**config.mk**
```make
export PLATFORM = sky130hd
export DESIGN_NAME = spim_core
export DESIGN_NICKNAME = d
export VERILOG_FILES = /design/src/verilog/spim_pkg.sv /design/src/verilog/spim_core.sv
export SDC_FILE = /design/constraint.sdc
export NUM_CORES = 1
export LEC_CHECK = 0
export ABC_AREA = 0
export CAP_MARGIN = 15
export CORE_ASPECT_RATIO = 0.8
export CORE_MARGIN = 2
export CORE_UTILIZATION = 65
export CTS_BUF_LIST = sky130_fd_sc_hd__clkbuf_8
export DETAILED_ROUTE_END_ITERATION = 7
export DONT_BUFFER_PORTS = 1
export HOLD_SLACK_MARGIN = 0.03
export PLACE_DENSITY = 0.81
export SLEW_MARGIN = 20
export SYNTH_ARGS = -nofsm -noshare
export SYNTH_HDL_FRONTEND = slang
export SYNTH_SLANG_ARGS = --single-unit
```
**constraint.sdc**
```tcl
create_clock -name ref_clk_in -period 6.15 [get_ports ref_clk_in]
set_clock_uncertainty 0.15 [all_clocks]
set_input_delay 0.3075 -clock ref_clk_in [delete_from_list [all_inputs] [get_ports ref_clk_in]]
set_output_delay 0.3075 -clock ref_clk_in [all_outputs]
set_load 0.03 [all_outputs]
```
**src/verilog/spim_pkg.sv**
```systemverilog
package spim_pkg;

	// ----------------------------------------------------------------
	// Register offsets
	// ----------------------------------------------------------------
	localparam logic [2:0] ADDR_CONTROL_MAIN = 3'h0;
	localparam logic [2:0] ADDR_CONTROL_BUFFER_MODE = 3'h1;
	localparam logic [2:0] ADDR_INTERRUPT_ENABLES = 3'h2;
	localparam logic [2:0] ADDR_INTERRUPT_FLAGS = 3'h3;
	localparam logic [2:0] ADDR_SERIAL_DATA = 3'h4;

	// ----------------------------------------------------------------
	// Field positions, writable masks and reset values
	// ----------------------------------------------------------------
	localparam int CM_ENABLE = 0;
	localparam int CM_SCK_PRESCALE_LO = 1;
	localparam int CM_DOUBLE = 4;
	localparam int CM_MASTER = 5;
	localparam int CM_ORDER = 6;
	localparam int CB_MODE_LO = 0;
	localparam int CB_SEL_DIS = 2;
	localparam int CB_WAIT_RX = 6;
	localparam int CB_BUF_ON = 7;
	localparam int IE_LEGACY = 0;
	localparam int FL_OVF = 0;
	localparam int FL_SEL = 4;
	localparam int FL_EMPTY = 5;
	localparam int FL_TX = 6;
	localparam int FL_RX = 7;
	localparam logic [7:0] CM_MASK = 8'h77;
	localparam logic [7:0] CB_MASK = 8'hc7;
	localparam logic [7:0] IE_MASK = 8'hf1;
	localparam logic [7:0] IE_BUF_MASK = 8'hf0;
	localparam logic [7:0] REG_RESET = 8'h00;

	// ----------------------------------------------------------------
	// Serial clock half periods, in peripheral_clock cycles, minus one
	// ----------------------------------------------------------------
	localparam logic [6:0] HALF_DIV4 = 7'h01;
	localparam logic [6:0] HALF_DIV16 = 7'h07;
	localparam logic [6:0] HALF_DIV64 = 7'h1f;
	localparam logic [6:0] HALF_DIV128 = 7'h3f;

	// Synchroniser lanes
	localparam int PIN_SCK = 0;
	localparam int PIN_MOSI = 1;
	localparam int PIN_MISO = 2;
	localparam int PIN_SS = 3;

	// Whole state of the block, registered as one word
	typedef struct packed {
		logic [7:0] control_main;
		logic [7:0] control_buffer_mode;
		logic [7:0] interrupt_enables;
		logic rx_done_flag;
		logic tx_done_flag;
		logic write_collision_flag;
		logic tx_empty_flag;
		logic select_trigger_flag;
		logic rx_overflow_flag;
		logic if_armed;
		logic wcol_armed;
		logic [7:0] shifter;
		logic [7:0] tx_hold;
		logic tx_full;
		logic [7:0] rx_first;
		logic rx_first_v;
		logic [7:0] rx_second;
		logic rx_second_v;
		logic send_pending;
		logic busy;
		logic [2:0] bit_cnt;
		logic [3:0] half_cnt;
		logic [6:0] div_cnt;
		logic sck_lvl;
		logic out_bit;
		logic sck_oe_n;
		logic mosi_oe_n;
		logic miso_oe_n;
		logic [3:0] sync1;
		logic [3:0] sync2;
		logic sck_prev;
		logic [7:0] rd_data;
		logic irq;
	} spim_state_type;

endpackage : spim_pkg

```
**src/verilog/spim_core.sv**
```systemverilog
`timescale 1ns/100ps
// Behaviour
// - bit_order_sel 0 shifts MSB first, 1 shifts LSB first.
// - master bit 1 selects master operation, 0 selects slave.
// - master, select honoured, select low: drop master bit, set combined flag.
// - select_line_disable set makes the select input ignored in master mode.
// - master serial clock is peripheral_clock over 4, 16, 64 or 128.
// - sck_double doubles the master serial clock; no effect in slave.
// - block works only while the enable bit is set.
// - buffered_mode_on adds two receive buffers, one transmit buffer, split flags.
// - buffered, wait_for_receive 0: first transfer sends a dummy byte.
// - buffered, wait_for_receive 1: first idle write loads shift register directly.
// - modes 0,1 idle low rising lead; modes 2,3 idle high falling lead.
// - modes 0,2 sample leading edge; modes 1,3 sample trailing edge.
// - buffered: each flag except overflow with its enable raises the request; enables read zero otherwise.
// - unbuffered: legacy_irq_en gates the combined flag onto the request.
// - buffered rx_done_flag follows unread receive data; writing 1 clears it.
// - unbuffered: combined flag sets when a whole byte has shifted.
// - combined flag clears on vector service, or flag read then data access.
// - unbuffered write during a transfer is dropped and sets collision flag.
// - buffered tx_done_flag sets when shifting ends with nothing queued.
// - buffered overflow sets on a third byte with both buffers full.
// - buffered data read returns second buffer, then first moves into second.
module spim_core (
	input wire logic ref_clk_in,
	input wire logic sys_rst_in,
	input wire logic clk_en_in,
	input wire logic [2:0] reg_addr_in,
	input wire logic [7:0] reg_wdata_in,
	input wire logic reg_wr_in,
	input wire logic reg_rd_in,
	output logic [7:0] reg_rdata_out,
	input wire logic irq_ack_in,
	output logic irq_out,
	input wire logic sck_in,
	output logic sck_out,
	output logic sck_oe_n_out,
	input wire logic mosi_in,
	output logic mosi_out,
	output logic mosi_oe_n_out,
	input wire logic miso_in,
	output logic miso_out,
	output logic miso_oe_n_out,
	input wire logic ss_n_in
);

	spim_pkg::spim_state_type st_q;
	spim_pkg::spim_state_type st_d;
	logic en;
	logic mst;
	logic buffered;
	logic cpol;
	logic cpha;
	logic lsb;
	logic ss_low;
	logic [6:0] half_m1;
	logic lead;
	logic trail;
	logic sample;
	logic setup;
	logic in_bit;
	logic done;
	logic start;
	logic data_rd;
	logic data_wr;
	logic flag_rd;

	// ----------------------------------------------------------------
	// Decoded controls
	// ----------------------------------------------------------------
	assign en = st_q.control_main[spim_pkg::CM_ENABLE];
	assign mst = st_q.control_main[spim_pkg::CM_MASTER];
	assign buffered = st_q.control_buffer_mode[spim_pkg::CB_BUF_ON];
	assign cpha = st_q.control_buffer_mode[spim_pkg::CB_MODE_LO];
	assign cpol = st_q.control_buffer_mode[spim_pkg::CB_MODE_LO + 1];
	assign lsb = st_q.control_main[spim_pkg::CM_ORDER];
	assign ss_low = ~st_q.sync2[spim_pkg::PIN_SS];
	assign data_rd = reg_rd_in && (reg_addr_in == spim_pkg::ADDR_SERIAL_DATA);
	assign data_wr = reg_wr_in && (reg_addr_in == spim_pkg::ADDR_SERIAL_DATA);
	assign flag_rd = reg_rd_in && (reg_addr_in == spim_pkg::ADDR_INTERRUPT_FLAGS);

	// Prescale and double pick the master half period
	always_comb begin
		unique case (st_q.control_main[spim_pkg::CM_SCK_PRESCALE_LO +: 2])
			2'h0: half_m1 = spim_pkg::HALF_DIV4;
			2'h1: half_m1 = spim_pkg::HALF_DIV16;
			2'h2: half_m1 = spim_pkg::HALF_DIV64;
			2'h3: half_m1 = spim_pkg::HALF_DIV128;
		endcase
		if (st_q.control_main[spim_pkg::CM_DOUBLE]) begin
			half_m1 = {1'b0, half_m1[6:1]};
		end
	end

	// ----------------------------------------------------------------
	// Next state
	// ----------------------------------------------------------------
	always_comb begin
		st_d = st_q;
		lead = 1'b0;
		trail = 1'b0;
		done = 1'b0;
		start = 1'b0;
		st_d.rd_data = 8'h00;
		// Pins cross in through two flops; first stage feeds only the second
		st_d.sync1 = {ss_n_in, miso_in, mosi_in, sck_in};
		st_d.sync2 = st_q.sync1;
		st_d.sck_prev = st_q.sync2[spim_pkg::PIN_SCK];

		// Register reads: answer next cycle, zero where unmapped
		if (reg_rd_in) begin
			unique case (reg_addr_in)
				spim_pkg::ADDR_CONTROL_MAIN: st_d.rd_data = st_q.control_main;
				spim_pkg::ADDR_CONTROL_BUFFER_MODE: st_d.rd_data = st_q.control_buffer_mode;
				spim_pkg::ADDR_INTERRUPT_ENABLES: begin
					st_d.rd_data = st_q.interrupt_enables &
						(buffered ? spim_pkg::IE_MASK : ~spim_pkg::IE_BUF_MASK);
				end
				spim_pkg::ADDR_INTERRUPT_FLAGS: begin
					st_d.rd_data = {st_q.rx_done_flag,
						buffered ? st_q.tx_done_flag : st_q.write_collision_flag,
						buffered & st_q.tx_empty_flag, buffered & st_q.select_trigger_flag,
						3'h0, buffered & st_q.rx_overflow_flag};
					// Arm the read-then-access clear for set flags
					if (!buffered && st_q.rx_done_flag) begin
						st_d.if_armed = 1'b1;
					end
					if (!buffered && st_q.write_collision_flag) begin
						st_d.wcol_armed = 1'b1;
					end
				end
				spim_pkg::ADDR_SERIAL_DATA: st_d.rd_data = st_q.rx_second;
				default: st_d.rd_data = 8'h00;
			endcase
		end

		// Data access completes the two-step clear
		if ((data_rd || data_wr) && !buffered) begin
			if (st_q.if_armed) begin
				st_d.rx_done_flag = 1'b0;
				st_d.if_armed = 1'b0;
			end
			if (st_q.wcol_armed) begin
				st_d.write_collision_flag = 1'b0;
				st_d.wcol_armed = 1'b0;
			end
		end
		if (irq_ack_in && !buffered) begin
			st_d.rx_done_flag = 1'b0;
		end

		// Buffered read pops the receive pair
		if (data_rd && buffered) begin
			st_d.rx_second = st_q.rx_first;
			st_d.rx_second_v = st_q.rx_first_v;
			st_d.rx_first_v = 1'b0;
			st_d.rx_overflow_flag = 1'b0;
			st_d.rx_done_flag = st_q.rx_first_v;
		end

		// Register writes; unused bits masked off
		if (reg_wr_in) begin
			unique case (reg_addr_in)
				spim_pkg::ADDR_CONTROL_MAIN: begin
					st_d.control_main = reg_wdata_in & spim_pkg::CM_MASK;
				end
				spim_pkg::ADDR_CONTROL_BUFFER_MODE: begin
					st_d.control_buffer_mode = reg_wdata_in & spim_pkg::CB_MASK;
				end
				spim_pkg::ADDR_INTERRUPT_ENABLES: begin
					st_d.interrupt_enables = reg_wdata_in & spim_pkg::IE_MASK;
				end
				spim_pkg::ADDR_INTERRUPT_FLAGS: begin
					if (buffered) begin
						if (reg_wdata_in[spim_pkg::FL_RX]) begin
							st_d.rx_done_flag = 1'b0;
						end
						if (reg_wdata_in[spim_pkg::FL_TX]) begin
							st_d.tx_done_flag = 1'b0;
						end
						if (reg_wdata_in[spim_pkg::FL_SEL]) begin
							st_d.select_trigger_flag = 1'b0;
						end
					end
				end
				spim_pkg::ADDR_SERIAL_DATA: begin
					if (!buffered) begin
						if (st_q.busy) begin
							st_d.write_collision_flag = 1'b1;
						end else begin
							st_d.shifter = reg_wdata_in;
							st_d.send_pending = mst;
						end
					end else if (st_q.control_buffer_mode[spim_pkg::CB_WAIT_RX] && en &&
						!st_q.busy && !st_q.tx_full && !st_q.send_pending && !ss_low) begin
						st_d.shifter = reg_wdata_in;
						st_d.send_pending = mst;
					end else if (!st_q.tx_full) begin
						st_d.tx_hold = reg_wdata_in;
						st_d.tx_full = 1'b1;
						st_d.tx_empty_flag = 1'b0;
					end
				end
				default: begin
				end
			endcase
		end

		// Serial engine; roles follow the master bit
		in_bit = mst ? st_q.sync2[spim_pkg::PIN_MISO] : st_q.sync2[spim_pkg::PIN_MOSI];
		if (!en) begin
			// Idle and quiet while disabled
			st_d.busy = 1'b0;
			st_d.bit_cnt = 3'h0;
			st_d.half_cnt = 4'h0;
			st_d.div_cnt = 7'h00;
			st_d.sck_lvl = cpol;
		end else if (mst) begin
			if (!st_q.control_buffer_mode[spim_pkg::CB_SEL_DIS] && ss_low) begin
				// Another master took the bus: fall back to slave
				st_d.control_main[spim_pkg::CM_MASTER] = 1'b0;
				st_d.rx_done_flag = 1'b1;
				st_d.select_trigger_flag = buffered;
				st_d.busy = 1'b0;
				st_d.bit_cnt = 3'h0;
				st_d.send_pending = 1'b0;
				st_d.sck_lvl = cpol;
			end else if (!st_q.busy) begin
				st_d.sck_lvl = cpol;
				// Unloaded buffered start shifts out a dummy byte
				start = st_q.send_pending || (buffered && st_q.tx_full &&
					!st_q.control_buffer_mode[spim_pkg::CB_WAIT_RX]);
				if (start) begin
					st_d.busy = 1'b1;
					st_d.send_pending = 1'b0;
					st_d.bit_cnt = 3'h0;
					st_d.half_cnt = 4'h0;
					st_d.div_cnt = 7'h00;
					st_d.out_bit = lsb ? st_q.shifter[0] : st_q.shifter[7];
				end
			end else if (st_q.div_cnt == half_m1) begin
				st_d.div_cnt = 7'h00;
				st_d.sck_lvl = ~st_q.sck_lvl;
				st_d.half_cnt = st_q.half_cnt + 4'h1;
				lead = ~st_q.half_cnt[0];
				trail = st_q.half_cnt[0];
				done = (st_q.half_cnt == 4'hf);
			end else begin
				st_d.div_cnt = st_q.div_cnt + 7'h01;
			end
		end else if (!ss_low) begin
			// Deselected slave drops any partial byte
			st_d.busy = 1'b0;
			st_d.bit_cnt = 3'h0;
		end else begin
			// Leading edge direction set by polarity
			lead = cpol ? (st_q.sck_prev && !st_q.sync2[spim_pkg::PIN_SCK])
				: (!st_q.sck_prev && st_q.sync2[spim_pkg::PIN_SCK]);
			trail = cpol ? (!st_q.sck_prev && st_q.sync2[spim_pkg::PIN_SCK])
				: (st_q.sck_prev && !st_q.sync2[spim_pkg::PIN_SCK]);
			if (st_q.bit_cnt == 3'h0 && !cpha && !lead) begin
				st_d.out_bit = lsb ? st_q.shifter[0] : st_q.shifter[7];
			end
		end

		// Sample and setup edges per phase
		sample = cpha ? trail : lead;
		setup = cpha ? lead : trail;
		if (sample) begin
			st_d.shifter = lsb ? {in_bit, st_q.shifter[7:1]}
				: {st_q.shifter[6:0], in_bit};
			st_d.bit_cnt = st_q.bit_cnt + 3'h1;
			if (!mst) begin
				done = (st_q.bit_cnt == 3'h7);
				st_d.busy = (st_q.bit_cnt != 3'h7);
			end
		end
		if (setup) begin
			st_d.out_bit = lsb ? st_q.shifter[0] : st_q.shifter[7];
		end

		// Byte finished: deliver data, refill transmit side
		if (done) begin
			if (mst) begin
				st_d.busy = 1'b0;
			end
			if (!buffered) begin
				st_d.rx_second = st_d.shifter;
				st_d.rx_done_flag = 1'b1;
			end else begin
				if (!st_d.rx_second_v) begin
					st_d.rx_second = st_d.shifter;
					st_d.rx_second_v = 1'b1;
				end else if (!st_d.rx_first_v) begin
					st_d.rx_first = st_d.shifter;
					st_d.rx_first_v = 1'b1;
				end else begin
					st_d.rx_overflow_flag = 1'b1;
				end
				st_d.rx_done_flag = 1'b1;
				if (st_q.tx_full) begin
					st_d.shifter = st_q.tx_hold;
					st_d.tx_full = 1'b0;
					st_d.tx_empty_flag = 1'b1;
					st_d.send_pending = mst;
				end else begin
					st_d.tx_done_flag = 1'b1;
				end
			end
		end

		// Interrupt request from the next flags
		if (st_d.control_buffer_mode[spim_pkg::CB_BUF_ON]) begin
			st_d.irq = |(st_d.interrupt_enables[7:4] & {st_d.rx_done_flag, st_d.tx_done_flag,
				st_d.tx_empty_flag, st_d.select_trigger_flag});
		end else begin
			st_d.irq = st_d.interrupt_enables[spim_pkg::IE_LEGACY] & st_d.rx_done_flag;
		end

		// Pin drivers; enables are active low
		st_d.sck_oe_n = ~(st_d.control_main[spim_pkg::CM_ENABLE] &
			st_d.control_main[spim_pkg::CM_MASTER]);
		st_d.mosi_oe_n = st_d.sck_oe_n;
		st_d.miso_oe_n = ~(st_d.control_main[spim_pkg::CM_ENABLE] &
			~st_d.control_main[spim_pkg::CM_MASTER] & ~st_q.sync2[spim_pkg::PIN_SS]);
	end

	// ----------------------------------------------------------------
	// State register; clock enable freezes everything
	// ----------------------------------------------------------------
	always_ff @(posedge ref_clk_in or posedge sys_rst_in) begin
		if (sys_rst_in) begin
			st_q <= '0;
			st_q.sck_oe_n <= 1'b1;
			st_q.mosi_oe_n <= 1'b1;
			st_q.miso_oe_n <= 1'b1;
			st_q.sync1 <= 4'hf;
			st_q.sync2 <= 4'hf;
		end else if (clk_en_in) begin
			st_q <= st_d;
		end
	end

	// Outputs straight from the state flops
	assign reg_rdata_out = st_q.rd_data;
	assign irq_out = st_q.irq;
	assign sck_out = st_q.sck_lvl;
	assign sck_oe_n_out = st_q.sck_oe_n;
	assign mosi_out = st_q.out_bit;
	assign mosi_oe_n_out = st_q.mosi_oe_n;
	assign miso_out = st_q.out_bit;
	assign miso_oe_n_out = st_q.miso_oe_n;
endmodule : spim_core

```
# Yosys cells after proc, flatten, opt, wreduce, memory -nomap -nowiden
# Cells that the tools add are included.
[classes] addsub=3 multipliers=0 div=0 n_lt_le_gt_ge=0 eq_ne=23 n_shift=0 n_mux=136 bitwise=18 reduce_logical=46
[op_table] op="8-bit 2-to-1 mux" count=13
[op_table] op="1-bit 2-to-1 mux" count=87
[op_table] op="9-bit 2-to-1 mux" count=6
[op_table] op="8-bit one-hot mux with 5 select lines" count=1
[op_table] op="17-bit 2-to-1 mux" count=2
[op_table] op="16-bit 2-to-1 mux" count=2
[op_table] op="7-bit one-hot mux with 4 select lines" count=1
[op_table] op="27-bit 2-to-1 mux" count=1
[op_table] op="12-bit 2-to-1 mux" count=2
[op_table] op="21-bit 2-to-1 mux" count=1
[op_table] op="10-bit 2-to-1 mux" count=2
[op_table] op="1-bit logical AND" count=19
[op_table] op="2-bit 2-to-1 mux" count=8
[op_table] op="4-bit 2-to-1 mux" count=4
[op_table] op="7-bit 2-to-1 mux" count=2
[op_table] op="11-bit 2-to-1 mux" count=1
[op_table] op="1-bit zero test" count=10
[op_table] op="5-bit 2-to-1 mux" count=2
[op_table] op="5-bit AND reduction" count=2
[op_table] op="3-bit by 2-bit inequality test with 1-bit output, second input constant" count=3
[op_table] op="1-bit inverter" count=9
[op_table] op="3-bit AND reduction" count=3
[op_table] op="8-bit bitwise AND" count=1
[op_table] op="4-bit by 2-bit inequality test with 1-bit output, second input constant" count=2
[op_table] op="other kinds (28)" count=42
[totals] regBits=97 latchBits=0 ram_bits=0 mem_bits_ro=0 inputBits=21 out_inout_bits=15 n_memories=0

# Longest topological paths before layout
# Gate-level depths: netlist of run 1.
[depth] ltp_word=18 depth_mapped=9 mapped_depth_nobuf=8

# Worst setup path before layout of run 1
# OpenSTA, ideal clock, no wires.
[synth_timing] kind="reg-to-reg" start="reg st_q[99] in the netlist's numbering" end="reg st_q[49] in the netlist's numbering" setup_time_ps=125 arrival_ps=2179 setup_slack_ps=3696 path_stages_with_launch=9 n_path_buf=1 path_cell_list="dfrtp_1 > nor2b_4 > o31a_1 > o31ai_2 > nand3_4 > a21oi_4 > and3_1 > buf_6 > mux2_4"
[synth_via] elab_chain_len=12 elab_cells_between_ends=27 cone_classes="4 x eq/ne; 21 x mux; 2 x reduce/logical"
[synth_rtl] element="from (decl)" line="spim_core.sv:47" rtl="spim_pkg::spim_state_type st_q;"
[synth_rtl] element="from (signal assigned)" line="spim_core.sv:340" rtl="st_q <= st_d;"
[synth_rtl] element="2-bit == test, or another cell as far along" line="spim_core.sv:84" rtl="unique case (st_q.control_main[spim_pkg::CM_SCK_PRESCALE_LO +: 2])"
[synth_rtl] element="7-bit one-hot mux with 4 select lines (*)" line="spim_core.sv:84"
[synth_rtl] element="7-bit 2-to-1 mux (*)" line="spim_core.sv:90" rtl="if (st_q.control_main[spim_pkg::CM_DOUBLE]) begin"
[synth_rtl] element="7-bit == test (*)" line="spim_core.sv:241" rtl="end else if (st_q.div_cnt == half_m1) begin"
[synth_rtl] element="1-bit 2-to-1 mux" line="spim_core.sv:241"
[synth_rtl] element="1-bit 2-to-1 mux" line="spim_core.sv:228" rtl="end else if (!st_q.busy) begin"
[synth_rtl] element="1-bit 2-to-1 mux" line="spim_core.sv:219" rtl="if (!st_q.control_buffer_mode[spim_pkg::CB_SEL_DIS] && ss_low) begin"
[synth_rtl] element="1-bit 2-to-1 mux" line="spim_core.sv:218" rtl="end else if (mst) begin"
[synth_rtl] element="1-bit 2-to-1 mux" line="spim_core.sv:211" rtl="if (!en) begin"
[synth_rtl] element="1-bit 2-to-1 mux (on tied branches)" line="spim_core.sv:273, spim_core.sv:267"
[synth_rtl] element="1-bit 2-to-1 mux" line="spim_core.sv:269" rtl="if (sample) begin"
[synth_rtl] element="5-bit AND reduction (no source line)"
# Every way passes the cells marked *; elsewhere a longest branch is shown, timed or not. The select of a mux whose other input is x is not followed.
# A chain may end at the register's enable or synchronous reset.

# Worst setup path in the final report of run 1
[layout_timing] start="reg st_q (netlist bit en)" end="reg st_q[52] in the netlist's numbering"
[layout_via] elab_chain_len=10 elab_cells_between_ends=17 cone_classes="11 x mux; 6 x reduce/logical"
[layout_rtl] element="1-bit logical AND (2 in a row)" line="spim_core.sv:194" rtl="end else if (st_q.control_buffer_mode[spim_pkg::CB_WAIT_RX] && en &&"
[layout_rtl] element="1-bit logical AND (3 in a row)" line="spim_core.sv:195" rtl="!st_q.busy && !st_q.tx_full && !st_q.send_pending && !ss_low) begin"
[layout_rtl] element="8-bit 2-to-1 mux" line="spim_core.sv:194"
[layout_rtl] element="8-bit 2-to-1 mux" line="spim_core.sv:187" rtl="if (!buffered) begin"
[layout_rtl] element="17-bit 2-to-1 mux" line="spim_core.sv:163" rtl="unique case (reg_addr_in)"
[layout_rtl] element="17-bit 2-to-1 mux" line="spim_core.sv:162" rtl="if (reg_wr_in) begin"
[layout_rtl] element="8-bit 2-to-1 mux" line="spim_core.sv:269"
# Several ways; a longest one is shown, not always the timed one.

==> metrics.cfg, run 1 <==
[die]
io_pins=36
rows=30
die_area_um2=9370
core-area_um2=8410
fp.dieW_um=108
initial_core_util_pct=66.5
die-height_um=87.0

[clocking]
cts_max_path_buffers=2
cts_tree=yes
worstSkewPairLatency_ns=0.38
cts.sinks=97
cts_buffers=9
postCtsSetupBuffers=0
cts-root-buf=clkbuf_8
h-tree-depth=3
path_clk_slew_ns=0.10

[route]
routedWlPerCell_um=22.2
drtIter0Drc=513
drcViolationCount=0
vias=4639
routed_wl_mm=14.8
drtPass1Iterations=6
routed_via_density=6.94
ant_nets=0

[logic_synthesis]
yosys.cell_types.count=77
netlist_top_cells_count=dfrtp_1 (87), nand2_1 (56), nor2_1 (41)
ys_seq_area_share_pct=43.6
synth_area_leader_cell=dfrtp_1
synth.avg_cell_area_um2=10.0
synth_area_leaders=dfrtp_1 (39%), mux2_2 (7.9%), mux2i_1 (6.6%), dfstp_2 (4.7%), nand2_1 (3.8%)
synthCells=557
synth.most_common_cell=dfrtp_1
synth_warnings=0
netlist.area_leader.share_pct=38.9
async_reset_ff_share_pct=100
syn_area_um2=5590
ys_ff_latch=97
syn_nets=583
synth_edf_count=0
ys.flop_type=dfrtp_1

[power_and_ir_drop]
p_leak_nw=2.59
switchingPower_mw=0.752
clockPowerShare_pct=20.8
p_int_mw=1.18
p_sw_share_pct=39.0
ir_drop_mv=0.251
power.density_nw_per_um2=325
p_seq_share_pct=50.7
combPwrFrac_pct=28.5
total_power_mw=1.93

[worst_setup_path]
crit_type=reg -> reg
critPathMaxFanout=9
slowest_stage=and3_1
cp_cell_sequence=inv_1 > or3_1 > nor2_1 > nand2_1 > a21oi_4 > and3_1 > mux2_4
critPathRequiredTime_ns=6.26
cp_slowest_stage_delay_ns=0.56
crit_family=simple AND/OR/NAND/NOR gates
endpoint_kind=flop
arrival_ns=3.01
path_buf_inv=1
start_kind=flop

[global_routing]
grt_pass1_vias=4296
antenna_found_initial=1
grt_use_met1_pct=45.4
grt_overflow_total=0
grt_use_met3_pct=12.5
track_usage_pct=32.6
grt_pass1_wl_mm=23.1
grt.busiest_layer=met2
grt_max_degree=78
grt_use_met2_pct=47.6

[hold_path]
hp-class=in -> reg

[flow_run]
drv_cap=0

[sta]
finalSetupViolCount=0
slew_violations=0
tightest_slew_ns=0.968
period_minus_slack_ns=2.89
hold_viol_final=0
fin_hold_ws_ns=0.0269
final.setup.tns_ns=0
rsz0062_at_grt=false
fin_ws_ns=3.26
fmax_mhz=345
min_period_over_period_pct=47.1
slew_headroom_pct=35.5

[cells_and_area]
final.fill_count=622
largest-register=st_q
final_area_um2=5930
nets=576
drive_gt1_share_pct=18.0
syn_to_final_growth_pct=6.04
largest_reg_flops=73
postLayoutCoreUtil_pct=70.5
final_cells=668

[placed_design]
dpl-instance-area_um2=5550
place_ws_ns=3.30
place_congestion=0.997
hpwl_mm=9.91
place_inst=633
io_buffers=0

[status]
status=finished, final reports clean

-- tightest hold or removal path: cells and delay by family --
family	cells	cell delay, ns
compound gates	2	0.15
simple gates	1	0.07
-- final timing paths --
path	startpoint	to	slack [ns]	depth (start not counted)
max	en	st_q[52]	3.26	7
min	reg_wdata_in[6]	st_q[80]	0.03	3
max reg2reg	en	st_q[52]	3.26	7
min reg2reg	st_d[13]	st_q[13]	0.35	2
max in group asynchronous	sys_rst_in	st_q[75]	4.42	3
min in group asynchronous	sys_rst_in	buffered	0.19	2
-- power by group through the flow --
stage / Combinational (mW) / Clock [mW] / Sequential (mW)
6_report: 0.548 / 0.401 / 0.978
4_1_cts: 0.538 / 0.406 / 0.971
2_1_floorplan: 0.494 / 0 / 0.887
3_3_place_gp: 0.491 / 0 / 0.973
3_5_place_dp: 0.518 / 0 / 0.981
5_1_grt: 0.604 / 0.426 / 0.993
-- layout by cell type, fill, tap and decap left out, drive strengths merged, types with 5 or more instances in the layout --
cell         instances
ha                   5
dfstp               10
dfrtp               87
mux2                47
inv                 22
nand2               56
o21ai               39
a21oi               17
a22o                 9
mux2i               37
nor2b                7
or3                  6
o22ai                9
a31oi               12
nand3               15
nor3                 9
clkbuf              10
dlygate4sd3         17
and3                 7
nor2                42
a22oi                8
and2                 5
o221ai               6
nand2b               6
-- routing by layer --
layer | share of wire (%) | vias to the layer above | wire length, um
li1 | - | 2029 | -
met1 | 40 | 2228 | 5970
met2 | 43 | 322 | 6370
met3 | 13 | 60 | 1980
met4 | 3.3 | 0 | 491
met5 | 0 | - | 0
-- timing repair --
action,4_1_cts,5_1_grt
endpoints found under the hold margin,79,1
hold buffers,17,1
gates resized for setup,0,0
-- layout make-up --
cell class / count / area (um2) / share of cell area (%)
multi-input cells: 403 / 2880 / 48.5
clock inverters: 6 / 48.8 / 0.823
inverters: 18 / 70.1 / 1.18
clock buffers: 10 / 138 / 2.32
diodes: 1 / 2.50 / 0.0422
flip-flops and latches: 97 / 2440 / 41.1
repair buffers: 21 / 213 / 3.59
well taps: 112 / 140 / 2.36
-- logic make-up after synthesis --
family                     Yosys count  synth area share [%]
and+or+nand+nor                    169                  14.9
AOI/OAI and AO/OA                  143                  18.5
DFF                                 97                  43.6
muxes                               84                  16.6
buffers and inverters               57                  4.90
adders and majority gates            5                  1.12
xor gates and xnor gates             2                 0.313
Note: power is estimated with default switching activity, not from simulation.
==> inputs of run 2 (changes only) <==
--- a/config.mk
+++ b/config.mk
@@ -9,12 +9,12 @@
 export CAP_MARGIN = 15
 export CORE_ASPECT_RATIO = 0.8
 export CORE_MARGIN = 2
-export CORE_UTILIZATION = 65
+export CORE_UTILIZATION = 60
 export CTS_BUF_LIST = sky130_fd_sc_hd__clkbuf_8
 export DETAILED_ROUTE_END_ITERATION = 7
 export DONT_BUFFER_PORTS = 1
 export HOLD_SLACK_MARGIN = 0.03
-export PLACE_DENSITY = 0.81
+export PLACE_DENSITY = 0.79
 export SLEW_MARGIN = 20
 export SYNTH_ARGS = -nofsm -noshare
 export SYNTH_HDL_FRONTEND = slang
==> constraint.sdc (replaced) <==
create_clock -name ref_clk_in -period 2.38 [get_ports ref_clk_in]
set_clock_uncertainty 0.15 [all_clocks]
set_input_delay 0.119 -clock ref_clk_in [delete_from_list [all_inputs] [get_ports ref_clk_in]]
set_output_delay 0.119 -clock ref_clk_in [all_outputs]
set_load 0.03 [all_outputs]
==> metrics.cfg, run 2 (synthesis gave the netlist of run 1 again) <==
[status]
status=finished with violations  ; was finished, final reports clean
violations=negative setup slack

[sta]
fin_hold_ws_ns=0.0403  ; was 0.0269 ns
fin_ws_ns=-0.151  ; was 3.26 ns
min_period_over_period_pct=106
final.setup.tns_ns=-1.01  ; was 0 ns
period_minus_slack_ns=2.53
hold_viol_final=0  ; unchanged
rsz0062_at_grt=true  ; was false
slew_headroom_pct=51.6  ; was 35.5%
tightest_slew_ns=0.706  ; was 0.968 ns
finalSetupViolCount=19  ; was 0
fmax_mhz=395
slew_violations=0  ; unchanged

[cells_and_area]
final_area_um2=6880  ; was 5930 um2
drive_gt1_share_pct=32.4  ; was 18.0%
antennaDiodeCount=0  ; was 1
final_common_cell=dfrtp_1  ; unchanged
largest_reg_flops=73  ; unchanged
postLayoutCoreUtil_pct=75.8  ; was 70.5%
nets=633  ; was 576
syn_to_final_growth_pct=22.9  ; was 6.04%
largest-register=st_q  ; unchanged
final_cells=727  ; was 668
layout_common_cells=dfrtp_1 (84), nand2_1 (56), buf_4 (45)  ; was dfrtp_1 (87), nand2_1 (56), nor2_1 (41)

[worst_setup_path]
r2r_start=st_q[13]  ; was en
crit_family=multiplexers  ; was simple AND/OR/NAND/NOR gates
path_buf_inv=1  ; unchanged
slowest_stage=dlygate4sd3_1  ; was and3_1
r2r-end=st_q[56]  ; was st_q[52]
crit_type=in -> reg  ; was reg -> reg
cp_cell_sequence=dlygate4sd3_1 > nor3b_2 > nand3b_1 > a21o_4 > mux2i_2 > mux2i_4 > mux2_4  ; was inv_1 > or3_1 > nor2_1 > nand2_1 > a21oi_4 > and3_1 > mux2_4
arrival_ns=2.65  ; was 3.01 ns
rrSetupSlack_ns=-0.11  ; was 3.26 ns
worstRegToRegCells=6  ; was 7
critPathRequiredTime_ns=2.50  ; was 6.26 ns
cp_slowest_stage_delay_ns=0.64  ; was 0.56 ns
start_kind=primary input  ; was flop
endpoint_kind=flop  ; unchanged
critPathMaxFanout=8  ; was 9

[flow_run]
drv_cap=0  ; unchanged

[global_routing]
grt_pass1_vias=4855  ; was 4296
track_usage_pct=33.1  ; was 32.6%
grt_max_degree=67  ; was 78
antenna_found_initial=0  ; was 1
grt_overflow_total=0  ; unchanged
grt_pass1_wl_mm=26.2  ; was 23.1 mm

[die]
die-height_um=90.4  ; was 87.0 um
initial_core_util_pct=61.6  ; was 66.5%
core-area_um2=9080  ; was 8410 um2
io_pins=36  ; unchanged
die_area_um2=10100  ; was 9370 um2
fp.dieW_um=112  ; was 108 um
rows=31  ; was 30

[clocking]
path_clk_slew_ns=0.09  ; was 0.10 ns
cts_buffers=9  ; unchanged
h-tree-depth=3  ; unchanged
cts.sinks=97  ; unchanged
cts_tree=yes  ; unchanged
cts_max_path_buffers=2  ; unchanged
worstSkewPairLatency_ns=0.38  ; about the same
cts-root-buf=clkbuf_8  ; unchanged

[route]
ant_nets=0  ; unchanged
routedWlPerCell_um=23.8  ; was 22.2 um
routed_wl_mm=17.3  ; was 14.8 mm
drtIter0Drc=802  ; was 513
drcViolationCount=0  ; unchanged
vias=5154  ; was 4639
drtPass1Iterations=6  ; unchanged
routed_via_density=7.09  ; was 6.94

[power_and_ir_drop]
p_leak_nw=2.90  ; was 2.59 nW
power.density_nw_per_um2=877  ; was 325 nW/um2
ir_drop_mv=0.658  ; was 0.251 mV
total_power_mw=6.03  ; was 1.93 mW

[placed_design]
place_ws_ns=-0.134  ; was 3.30 ns
place_congestion=0.945  ; was 0.997
dpl-instance-area_um2=5960  ; was 5550 um2
io_buffers=0  ; unchanged
place_inst=682  ; was 633
hpwl_mm=10.7  ; was 9.91 mm

[hold_path]
hp-class=in -> async  ; was in -> reg

## run 2: cell types whose count changed in the layout (fill, tap and decap cells not counted), moves of 7 or more
cell	change
dlygate4sd3_1	+7
mux2i_1	-13
o21ai_1	+7
buf_4	+42
o21ai_0	-9
mux2i_4	+8
## run 2: how the worst max path moves through the flow
stage | startpoint | to | slack, ns | depth (start not counted)
4_1_cts | st_q[99] | st_q[52] | -0.07 | 9
2_1_floorplan | st_q[99] | st_q[49] | 0.001 | 8
3_5_place_dp | st_q[102] | st_q[40] | -0.13 | 8
5_1_grt | reg_addr_in[1] | st_q[56] | -0.17 | 7
3_3_place_gp | st_q[102] | st_q[28] | -0.01 | 8
6_report | reg_addr_in[1] | st_q[56] | -0.15 | 7
## run 2: area by class of cell
cell class	instances	area (um2)
Fill cell	535	2200
Clock buffer	9	124
Clock inverter	7	95.1
Sequential cell	97	2440
Tap cell	115	144
Timing Repair Buffer	78	732
Multi-Input combinational cell	403	3260
Inverter	18	73.8
## run 2: timing repair
action | 4_1_cts | 5_1_grt
pin swaps | 9 | 23
endpoints found under the setup margin | 36 | 54
resized for setup | 37 | 49
hold buffers | 25 | 0
endpoints found under the hold margin | 176 | 0
setup buffers | 3 | 4
## run 2: report_power, final
group          internal [mW]  switching [mW]  total, mW
Sequential              1.98           0.488       2.47
Combinational           1.06            1.30       2.37
Clock                  0.594           0.602       1.20
Total                   3.64            2.39       6.03
## run 2: routing by layer
| metal | vias up | global-route usage, % | wire length (um) |
|---|---|---|---|
| li1 | 2147 | - | - |
| met4 | 0 | 12.9 | 918 |
| met2 | 429 | 50.6 | 7720 |
| met3 | 99 | 10.5 | 2100 |
| met1 | 2479 | 44.5 | 6550 |
| met5 | - | 0 | 0 |
